$ cat src/rtl/sarc_defines.vh
// Constants for the converter control block: register map, fields, timing.
// Assumes inclusion by bare name from rtl/ design files.
`ifndef SARC_DEFINES_VH
`define SARC_DEFINES_VH

// ========================================
// Register byte addresses
`define SARC_ADDR_CSR 8'h34
`define SARC_ADDR_UPPER 8'h35
`define SARC_ADDR_LOWER 8'h36
`define SARC_ADDR_IRQ_STATUS 8'h37
`define SARC_ADDR_IRQ_MASK 8'h38
`define SARC_ADDR_WIDTH 8

// ========================================
// Field positions
`define SARC_CSR_DONE_BIT 7
`define SARC_CSR_CLKSEL_BIT 6
`define SARC_CSR_ON_BIT 5
`define SARC_CSR_CH_HI 2
`define SARC_LOWER_SLOW_BIT 3
`define SARC_RESET_BYTE 8'h00
`define SARC_ZERO_BYTE 8'h00
`define SARC_ZERO_RES 10'h000
`define SARC_ZERO_CH 3'h0
`define SARC_MAX_CH 3'h4
`define SARC_IRQ_DONE_BIT 0
`define SARC_IRQ_ABORT_BIT 1

// ========================================
// Conversion timing in conversion clock ticks
`define SARC_SAMPLE_TICKS 4'h3
`define SARC_BITS 4'hA
`define SARC_SAR_START 10'h200
`define SARC_CNT_W 4
`define SARC_ONE4 4'h1
`define SARC_ZERO4 4'h0

// ========================================
// Wake-up settle interval: 10 us at 50 MHz
`define SARC_SETTLE_US 10
`define SARC_CLK_MHZ 50
`define SARC_SETTLE_CYC (`SARC_SETTLE_US * `SARC_CLK_MHZ)
`define SARC_SETTLE_W 10

// ========================================
// Clock divider codes
`define SARC_DIV_1 2'h0
`define SARC_DIV_2 2'h1
`define SARC_DIV_4 2'h3
`endif

$ cat src/rtl/sarc_clkdiv.v
// Conversion clock tick generator: one-cycle pulses at sys/1, /2 or /4.
// Assumes one system clock; restart realigns the phase.
`timescale 1ns/1ps
`include "sarc_defines.vh"
module sarc_clkdiv (
    // Clock and reset
    input wire i_sys_clk,
    input wire i_rst,
    // Control
    input wire i_restart,
    input wire [1:0] i_div_mask,
    // Tick
    output reg o_tick
);
    reg [1:0] cnt_q;
    always @(posedge i_sys_clk or posedge i_rst) begin
        if (i_rst) begin
            cnt_q <= 2'h0;
            o_tick <= 1'b0;
        end else if (i_restart) begin
            cnt_q <= 2'h0;
            o_tick <= 1'b0;
        end else begin
            cnt_q <= cnt_q + 2'h1;
            o_tick <= ((cnt_q & i_div_mask) == i_div_mask);
        end
    end
endmodule

$ cat src/rtl/sarc_top.v
// Converter control logic: registers, channel routing, conversion sequencer.
// Assumes an external analog core answering a comparator bit per trial.
// Contract
// Channel change aborts conversion, clears done, converts new channel.
// Control write with converter on aborts, clears done, restarts.
// Converter-on bit 5 read/write; 0 stops, 1 runs conversions.
// Wait mode leaves conversions running unchanged.
// Halt disables converter; settle interval needed after wake-up.
// Done bit 7 set on completion; cleared by upper read or control write.
// Clock select bit 6 read/write, combined with slow-mode bit.
// Slow 0/sel 0 gives /2, slow 0/sel 1 gives /1, slow 1 gives /4.
// Channel codes 0 to 4 route analog inputs zero to four.
// Upper result register shows result bits 9 to 2.
// Lower register: result bits 1:0, slow bit 3, rest zero.
// Reset clears all three registers: converter off, input zero.
// Converter on means continuous back-to-back conversions.
// Software reads lower then upper for ten bits.
// Codes 5 to 7 route no analog input.
// Both result registers and done flag update on one edge.
//
// Local design decision: the Wishbone interface to the registers.
`timescale 1ns/1ps
`include "sarc_defines.vh"
module sarc_top #(
    parameter SETTLE_CYC = `SARC_SETTLE_CYC
) (
    // Clock and reset
    input wire i_sys_clk,
    input wire i_rst,
    // Wishbone slave
    input wire i_wb_cyc,
    input wire i_wb_stb,
    input wire i_wb_we,
    input wire [7:0] i_wb_adr,
    input wire [7:0] i_wb_dat,
    input wire i_wb_sel,
    output reg [7:0] o_wb_dat,
    output reg o_wb_ack,
    // Power modes
    input wire i_wait_mode,
    input wire i_halt_mode,
    // Analog core
    input wire i_cmp_high,
    output reg [4:0] o_input_route,
    output reg o_sample,
    output reg [9:0] o_trial_code,
    output reg o_analog_enable,
    output reg o_settled,
    // Interrupt
    output reg o_irq
);
    localparam ST_IDLE = 2'h0;
    localparam ST_SAMPLE = 2'h1;
    localparam ST_CONVERT = 2'h2;

    // ========================================
    // Decoding
    function [4:0] route_of;
        input [2:0] ch;
        begin
            if (ch > `SARC_MAX_CH) begin
                route_of = 5'h00;
            end else begin
                route_of = 5'h01 << ch;
            end
        end
    endfunction

    function [1:0] div_of;
        input slow;
        input sel;
        begin
            if (slow) begin
                div_of = `SARC_DIV_4;
            end else if (sel) begin
                div_of = `SARC_DIV_1;
            end else begin
                div_of = `SARC_DIV_2;
            end
        end
    endfunction

    // ========================================
    // Registers
    reg done_q;
    reg clksel_q;
    reg on_q;
    reg [2:0] ch_q;
    reg slow_q;
    reg [9:0] result_q;
    reg [1:0] irq_stat_q;
    reg [1:0] irq_mask_q;
    reg [1:0] state_q;
    reg [3:0] cnt_q;
    // Trial code is the output flop itself, so the comparator answers the current trial
    wire [9:0] sar_q = o_trial_code;
    reg [`SARC_SETTLE_W-1:0] settle_q;
    reg halt_q;

    wire req = i_wb_cyc & i_wb_stb & ~o_wb_ack;
    wire wr = req & i_wb_we & i_wb_sel;
    wire rd = req & ~i_wb_we;
    wire wr_csr = wr & (i_wb_adr == `SARC_ADDR_CSR);
    wire wr_lower = wr & (i_wb_adr == `SARC_ADDR_LOWER);
    wire wr_mask = wr & (i_wb_adr == `SARC_ADDR_IRQ_MASK);
    wire rd_upper = rd & (i_wb_adr == `SARC_ADDR_UPPER);
    wire rd_stat = rd & (i_wb_adr == `SARC_ADDR_IRQ_STATUS);
    wire new_on = i_wb_dat[`SARC_CSR_ON_BIT];
    wire [2:0] new_ch = i_wb_dat[`SARC_CSR_CH_HI:0];
    // Halt gates the converter; wait mode is deliberately not looked at
    wire run = on_q & ~i_halt_mode;
    // Any control write restarts; a write with the bit off stops instead
    wire restart = wr_csr;
    wire [1:0] div_mask = div_of(slow_q, clksel_q);
    wire tick;

    sarc_clkdiv u_div (
        .i_sys_clk(i_sys_clk),
        .i_rst(i_rst),
        .i_restart(restart | ~run),
        .i_div_mask(div_mask),
        .o_tick(tick)
    );

    // ========================================
    // Sequencer
    wire conv_done = run & ~restart & tick & (state_q == ST_CONVERT) &
        (cnt_q == `SARC_ONE4);
    wire [9:0] trial_bit = 10'h001 << (cnt_q - `SARC_ONE4);
    wire aborted = (state_q != ST_IDLE) & restart;

    always @(posedge i_sys_clk or posedge i_rst) begin
        if (i_rst) begin
            state_q <= ST_IDLE;
            cnt_q <= `SARC_ZERO4;
            o_trial_code <= `SARC_ZERO_RES;
        end else if (restart | ~run) begin
            state_q <= ST_IDLE;
            cnt_q <= `SARC_ZERO4;
            o_trial_code <= `SARC_ZERO_RES;
        end else begin
            case (state_q)
                ST_IDLE: begin
                    state_q <= ST_SAMPLE;
                    cnt_q <= `SARC_SAMPLE_TICKS;
                end
                ST_SAMPLE: begin
                    if (tick) begin
                        if (cnt_q == `SARC_ONE4) begin
                            state_q <= ST_CONVERT;
                            cnt_q <= `SARC_BITS;
                            o_trial_code <= `SARC_SAR_START;
                        end else begin
                            cnt_q <= cnt_q - `SARC_ONE4;
                        end
                    end
                end
                ST_CONVERT: begin
                    if (tick) begin
                        if (cnt_q == `SARC_ONE4) begin
                            // Back to sampling at once: continuous mode
                            state_q <= ST_SAMPLE;
                            cnt_q <= `SARC_SAMPLE_TICKS;
                        end else begin
                            cnt_q <= cnt_q - `SARC_ONE4;
                            o_trial_code <= (i_cmp_high ? sar_q : (sar_q & ~trial_bit)) |
                                (trial_bit >> 1);
                        end
                    end
                end
                default: begin
                    state_q <= ST_IDLE;
                end
            endcase
        end
    end

    // ========================================
    // Register file
    always @(posedge i_sys_clk or posedge i_rst) begin
        if (i_rst) begin
            done_q <= 1'b0;
            clksel_q <= 1'b0;
            on_q <= 1'b0;
            ch_q <= `SARC_ZERO_CH;
            slow_q <= 1'b0;
            result_q <= `SARC_ZERO_RES;
            irq_mask_q <= 2'h0;
            irq_stat_q <= 2'h0;
        end else begin
            if (wr_csr) begin
                clksel_q <= i_wb_dat[`SARC_CSR_CLKSEL_BIT];
                on_q <= new_on;
                ch_q <= new_ch;
            end
            if (wr_lower) begin
                slow_q <= i_wb_dat[`SARC_LOWER_SLOW_BIT];
            end
            if (wr_mask) begin
                irq_mask_q <= i_wb_dat[1:0];
            end
            // Completion cannot coincide with a control write, so no race
            if (conv_done) begin
                done_q <= 1'b1;
                result_q <= (i_cmp_high ? sar_q : (sar_q & ~trial_bit));
            end else if (wr_csr | rd_upper) begin
                done_q <= 1'b0;
            end
            // Set beats read-clear
            irq_stat_q[`SARC_IRQ_DONE_BIT] <= conv_done |
                (irq_stat_q[`SARC_IRQ_DONE_BIT] & ~rd_stat);
            irq_stat_q[`SARC_IRQ_ABORT_BIT] <= aborted |
                (irq_stat_q[`SARC_IRQ_ABORT_BIT] & ~rd_stat);
        end
    end

    // ========================================
    // Bus answer, one cycle after request
    always @(posedge i_sys_clk or posedge i_rst) begin
        if (i_rst) begin
            o_wb_ack <= 1'b0;
            o_wb_dat <= `SARC_ZERO_BYTE;
        end else begin
            o_wb_ack <= req;
            if (rd & (i_wb_adr == `SARC_ADDR_CSR)) begin
                o_wb_dat <= {done_q, clksel_q, on_q, 2'h0, ch_q};
            end else if (rd_upper) begin
                o_wb_dat <= result_q[9:2];
            end else if (rd & (i_wb_adr == `SARC_ADDR_LOWER)) begin
                o_wb_dat <= {4'h0, slow_q, 1'b0, result_q[1:0]};
            end else if (rd_stat) begin
                o_wb_dat <= {6'h00, irq_stat_q};
            end else if (rd & (i_wb_adr == `SARC_ADDR_IRQ_MASK)) begin
                o_wb_dat <= {6'h00, irq_mask_q};
            end else begin
                o_wb_dat <= `SARC_ZERO_BYTE;
            end
        end
    end

    // ========================================
    // Settle counter after halt and analog outputs
    always @(posedge i_sys_clk or posedge i_rst) begin
        if (i_rst) begin
            settle_q <= {`SARC_SETTLE_W{1'b0}};
            halt_q <= 1'b0;
            o_settled <= 1'b0;
            o_input_route <= 5'h00;
            o_sample <= 1'b0;
            o_analog_enable <= 1'b0;
            o_irq <= 1'b0;
        end else begin
            halt_q <= i_halt_mode;
            // Settle restarts at halt exit; only flags, conversions not held
            if (halt_q & ~i_halt_mode) begin
                settle_q <= SETTLE_CYC[`SARC_SETTLE_W-1:0];
            end else if (settle_q != {`SARC_SETTLE_W{1'b0}}) begin
                settle_q <= settle_q - {{(`SARC_SETTLE_W-1){1'b0}}, 1'b1};
            end
            // Exit cycle itself is not settled: the count is only loaded now
            o_settled <= run & ~(halt_q & ~i_halt_mode) &
                (settle_q == {`SARC_SETTLE_W{1'b0}});
            o_input_route <= run ? route_of(ch_q) : 5'h00;
            o_sample <= run & (state_q == ST_SAMPLE);
            o_analog_enable <= run;
            o_irq <= |(irq_stat_q & irq_mask_q);
        end
    end
endmodule
$ cat config.mk
export PLATFORM = sky130hd
export DESIGN_NAME = sarc_top
export DESIGN_NICKNAME = d
export VERILOG_FILES = /design/src/rtl/sarc_clkdiv.v /design/src/rtl/sarc_top.v
export VERILOG_INCLUDE_DIRS = /design/src /design/src/rtl
export SDC_FILE = /design/constraint.sdc
export NUM_CORES = 1
export LEC_CHECK = 0
export BUFFER_PORTS_ARGS = -buffer_cell sky130_fd_sc_hd__buf_2
export CAP_MARGIN = 20
export CORE_MARGIN = 4
export CORE_UTILIZATION = 49
export CTS_CLUSTER_SIZE = 28
export DETAILED_ROUTE_END_ITERATION = 12
export HOLD_SLACK_MARGIN = 0.08
export PLACE_DENSITY = 0.77
export SYNTH_ARGS = -nofsm -noshare
export SYNTH_HDL_FRONTEND = slang
export SYNTH_SLANG_ARGS = --single-unit
$ cat constraint.sdc
create_clock -name i_sys_clk -period 3.3 [get_ports i_sys_clk]
set_input_delay 0.33 -clock i_sys_clk [delete_from_list [all_inputs] [get_ports i_sys_clk]]
set_output_delay 0.33 -clock i_sys_clk [all_outputs]
set_load 0.02 [all_outputs]
Yosys cells after proc, flatten, opt, wreduce, memory -nomap -nowiden
Cells that the tools add are included.
{"block": "totals", "reg_bits": 69, "latch_bits": 0, "ram_bits": 0, "rom_bits": 0, "in_bits": 25, "elab_cells": 129, "n_memories": 0}
{"block": "classes", "n_addsub": 3, "n_mul": 0, "n_div": 0, "magnitude_cmp": 1, "eq_ne": 14, "n_shift": 2, "mux": 34, "bitwise_logic": 41, "n_reduce_logical": 12}
{"op": "$mux W10", "n": 8}
{"op": "$eq A8 B6 Y1 const B", "n": 5}
{"op": "$and A1 B1 Y1", "n": 25}
{"op": "$mux W4", "n": 6}
{"op": "$pmux W10 S2", "n": 1}
{"op": "$mux W2", "n": 9}
{"op": "$mux W8", "n": 2}
{"op": "$pmux W4 S3", "n": 1}
{"op": "$and A10 B10 Y10", "n": 1}
{"op": "$logic_not A10 Y1", "n": 1}
{"op": "$mux W5", "n": 2}
{"op": "$not A10 Y10", "n": 1}
{"op": "$or A10 B9 Y10", "n": 1}
{"op": "$reduce_bool A10 Y1", "n": 1}
{"op": "$shl A1 B4 Y10 const A", "n": 1}
{"op": "$sub A10 B1 Y10 const B", "n": 1}
{"op": "$ne A3 B1 Y1 const B", "n": 3}
{"op": "$not A1 Y1", "n": 7}
{"op": "$ne A3 B2 Y1 const B", "n": 2}
{"op": "$pmux W2 S3", "n": 1}
{"op": "$reduce_bool A2 Y1", "n": 3}
{"op": "$reduce_and A5 Y1", "n": 1}
{"op": "$shl A1 B3 Y5 const A", "n": 1}
{"op": "$and A2 B2 Y2", "n": 2}
{"op": "other kinds (15)", "n": 21}

Depth between registers and ports, before layout
{"block": "logic_depth", "word_depth": 11, "ltp_mapped": 9, "ltp_nobuf": 7}

Modules after synthesis
A second synthesis with hierarchy kept.
{"block": "hier_totals", "cells_unflattened": 348, "hier_area_um2": 3524.6}
{"module": "sarc_top", "instances": 1, "cells_each": 338, "area_each_um2": 3407.0, "seq_area_each_um2": 1651.6}
{"module": "sarc_clkdiv", "instances": 1, "cells_each": 10, "area_each_um2": 117.6, "seq_area_each_um2": 75.1}

Worst setup path after synthesis
OpenSTA, ideal clock, no wires.
{"block": "synth_path", "path_kind": "flip-flop to flip-flop", "startpoint": "reg cnt_q[0]", "endpoint": "reg o_trial_code[9]", "setup_time_ns": 0.130, "arrival_time_ns": 2.161, "required_time_ns": 3.170, "slack_ns": 1.010, "path_stages_with_launch": 10, "n_path_buf": 2, "path_cell_list": "dfrtp_1 -> inv_1 -> ha_1 -> clkbuf_1 -> or2_2 -> clkbuf_1 -> o21ai_0 -> a21oi_1 -> o31ai_1 -> a21oi_1"}
{"block": "synth_via", "elab_chain_len": 10, "word_cells_on_any_way": 14, "cone_classes": "add/sub (1); eq/ne (3); shift (1); mux (5); bitwise (3); reduce/logical (1)"}
{"item": "start, declared", "line": "sarc_top.v:94", "rtl": "reg [3:0] cnt_q;"}
{"item": "start signal, assigned", "line": "sarc_top.v:135", "rtl": "cnt_q <= `SARC_ZERO4;"}
{"item": "start signal, assigned", "line": "sarc_top.v:139", "rtl": "cnt_q <= `SARC_ZERO4;"}
{"item": "start signal, assigned", "line": "sarc_top.v:145", "rtl": "cnt_q <= `SARC_SAMPLE_TICKS;"}
{"item": "$sub A4 B1 Y4 (no source line)"}
{"item": "$shl A1 B4 Y10", "line": "sarc_top.v:129", "rtl": "wire [9:0] trial_bit = 10'h001 << (cnt_q - `SARC_ONE4);"}
{"item": "$not A10 Y10", "line": "sarc_top.v:166", "rtl": "o_trial_code <= (i_cmp_high ? sar_q : (sar_q & ~trial_bit)) |"}
{"item": "$and A10 B10 Y10", "line": "sarc_top.v:166"}
{"item": "$mux W10", "line": "sarc_top.v:166"}
{"item": "$or A10 B9 Y10", "line": "sarc_top.v:166"}
{"item": "$mux W10", "line": "sarc_top.v:160", "rtl": "if (cnt_q == `SARC_ONE4) begin"}
{"item": "$mux W10", "line": "sarc_top.v:159", "rtl": "if (tick) begin"}
{"item": "$pmux W10 S2", "line": "sarc_top.v:142", "rtl": "case (state_q)"}
{"item": "$mux W10", "line": "sarc_top.v:137", "rtl": "end else if (restart | ~run) begin"}
{"item": "end signal, assigned", "line": "sarc_top.v:136", "rtl": "o_trial_code <= `SARC_ZERO_RES;"}
{"item": "end signal, assigned", "line": "sarc_top.v:140", "rtl": "o_trial_code <= `SARC_ZERO_RES;"}
{"item": "end signal, assigned", "line": "sarc_top.v:166"}
{"item": "end, declared", "line": "sarc_top.v:46", "rtl": "output reg [9:0] o_trial_code,"}
Parallel ways exist; a longest one is shown, timed or not. The select of a mux whose other input is x is not followed.
A chain may end at the register's enable or synchronous reset.

Final worst setup path
{"block": "layout_path", "startpoint": "reg cnt_q[0]", "endpoint": "reg o_trial_code[8]"}
The elaborated chain is that of the path after synthesis.

==> qor.yml <==
setup_path:
  crit_chain: "inv_1, ha_1, or2_2, o21ai_0, a21oi_1, o22a_1, o2bb2ai_1"
  timing_worst_setup_path_type: "register to register"
  arrival_ns: 2.84
  required_ns: 3.56
  cp-end-kind: "register"
  crit-reg2reg-launch: "cnt_q[0]"
  max_stage_delay_ns: 0.52
  reg2reg_depth: 7
  rrSetupSlack_ns: 0.72
  worstPathMaxFanout: 10
  r2r_end: "o_trial_code[8]"
  startpoint: "cnt_q[0]"
  worst_setup_path_start_kind: "register"
  cp_slowest_cell: "dfrtp_1"
synth:
  syn_nets: 383
  synth_edf_count: 0
  synthDistinctLibCells: 55
  synthesis.area_um2: 3490
  synth_most_common_cell: "dfrtp_1"
  yosysWarningCount: 0
  ys.flop_type: "dfrtp_1"
  ys_ff_latch: 69
  avgSynthCellArea_um2: 10.1
  synth.top_cells.by_area: "dfrtp_1, mux2_2, ha_1, nor2_1, a21oi_1"
  synthCells: 346
  seq_area_frac_synth_pct: 49.4
  synth_top_area_cell: "dfrtp_1"
  synthArstFlopShare_pct: 100
  yosys-top-cells-count: "dfrtp_1, nor2_1, a21oi_1"
  synth_top_area_share_pct: 49.4
sta:
  finalCritPeriodShare_pct: 78.2
  setup_tns_ns: 0
  fmax_ghz: 0.387
  setup-violations-final: 0
  relSlewSlack_pct: 44.9
  maxSlewViolCount: 0
  grt_setup_unrepaired: "false"
  fin_worst_skew_ns: 0.00659
  fin_crit_ns: 2.58
  hold_viol: 0
  worst_pin_slew_ns: 0.818
final_layout:
  area_delta_synth_final_pct: 16.6
  seqCellArea_um2: 1730
  multi_input_comb_area_um2: 1650
  postLayoutCoreUtil_pct: 59.3
  antenna_cells: 0
  final_layout_size_suffix_gt1_share_pct: 22.6
  nets: 434
  nFillCells: 588
power:
  powerDensity_nw_per_um2: 472
  p_leak_nw: 1.87
  peakVddDrop_mv: 0.232
global_routing:
  grt_pass1_wl_um: 12500
  antenna_found_initial: 0
  groute.usage.overall_pct: 18.3
  grt_max_degree: 46
  grt_pass1_vias: 2623
  overflow: 0
cts:
  ctsResizeCount: 0
  path_clk_slew_ns: 0.08
  clk_latency_ns: 0.34
  cts_made_buffers: 9
  cts_buffer_depth: 2
  cts_tree: "built"
  cts.sinks: 69
  root_buffer: "clkbuf_8"
  htreeDepth: 3
min_path:
  whs_path_depth: 1
  holdCritPathClass: "input port to register"
  whs_endpoint: "halt_q"
  worstHoldStart: "i_halt_mode"
floorplan:
  die-area_um2: 8540
  die_h_um: 92.4
  die_x_um: 92.4
  ioPinCount: 53
  start_util_pct: 50.8
  coreArea_um2: 6870
  fp-row-count: 30
status:
  run_status: "completed"
placed_design:
  port_buffers: 49
  gp_congestion: 0.898
  hpwl_um: 5510
run:
  drv_cap: 0
routing:
  viasPerCell: 5.62
  firstDrtPassIters: 6
  ant_nets: 0
  routed_wl_um: 7470
  drc: 0
  drtIter0Drc: 173
  wire_per_inst_um: 15.0
  num_vias: 2797
[report_power, final]
group / internal, W / switching [W]
Sequential: 0.000875 / 0.0000274
Combinational: 0.0000598 / 0.0000802
Clock: 0.000565 / 0.000313
Total: 0.00150 / 0.000421
[worst max-delay path by stage]
stage | to | cells after the start
after detailed placement | result_q[6] | 5
final | o_trial_code[8] | 7
after global placement | result_q[0] | 5
after CTS | o_trial_code[8] | 7
after floorplan | o_trial_code[9] | 9
after global routing | o_trial_code[3] | 7
[layer usage]
metal	share of wire [%]	vias to the layer above	track usage, %
met2	45	112	28.2
li1	-	1344	-
met4	1.5	0	7.18
met1	47	1326	25.6
met5	0	-	0
met3	7.0	15	3.25
[cell type report]
type	instances	share of cell area, %
clock buffer	13	4.15
tap	96	2.95
timing repair buffer	51	6.46
sequential	69	42.4
clock inverter	3	2.21
multi-input combinational	252	40.5
inverter	14	1.29
[stage by stage]
| stage | area [um^2] | power (W) | cells | setup WS [ns] | hold slack [ns] |
|---|---|---|---|---|---|
| final | 4070 | 0.00192 | 498 | 0.718 | 0.123 |
| after global routing | 4070 | 0.00200 | 498 | 0.604 | 0.128 |
| after CTS | 4070 | 0.00193 | 498 | 0.781 | 0.111 |
| after detailed placement | 3800 | 0.00106 | 481 | 0.716 | 0.384 |
| after global placement | 3800 | 0.00106 | 481 | 0.742 | 0.391 |
| after floorplan | 3490 | 0.00101 | 346 | 1.01 | 0.361 |
[critical path, delay by kind of cell (launching register included)]
| kind | cells | cell delay, ns |
|---|---|---|
| AO/OA/AOI/OAI | 4 | 1.08 |
| adder cells (fa/ha/maj) | 1 | 0.34 |
| buffers and inverters | 1 | 0.15 |
| flip-flops | 1 | 0.52 |
| AND/OR/NAND/NOR | 1 | 0.39 |
[logic make-up (layout without fill, tap and decap cells)]
logic type	count (synthesis)	in the layout	synth area share, %
compound gates	90	90	16.7
mux	15	15	4.80
fa+ha+maj	12	12	4.30
buf+inv	25	81	3.33
flops	69	69	49.4
xor+xnor	8	8	2.01
simple gates	127	127	19.4
[what timing repair did]
| item | in CTS | in global routing |
|---|---|---|
| hold endpoints to repair | 24 | 0 |
| hold buffers | 1 | 0 |
| setup buffers | 0 | 0 |
[cells in the final DEF, fill, tap and decap left out, types with 12 or more instances in the layout]
cell type and count:
mux2_2 14, ha_1 12, o21ai_0 16, nor2_1 40, nand2_1 25, o31ai_1 13
clkbuf_8 12, buf_2 49, dfrtp_1 69, a21oi_1 28, inv_1 13
[flip-flops by register name (all words and copies together), names as in the netlist, 2 cells and up]
signal,count
result_q,10
u_div.cnt_q,2
cnt_q,4
o_input_route,5
state_q,2
settle_q,10
ch_q,3
irq_mask_q,2
irq_stat_q,2
o_wb_dat,8
o_trial_code,10
Note: power is estimated with default switching activity, not from simulation.
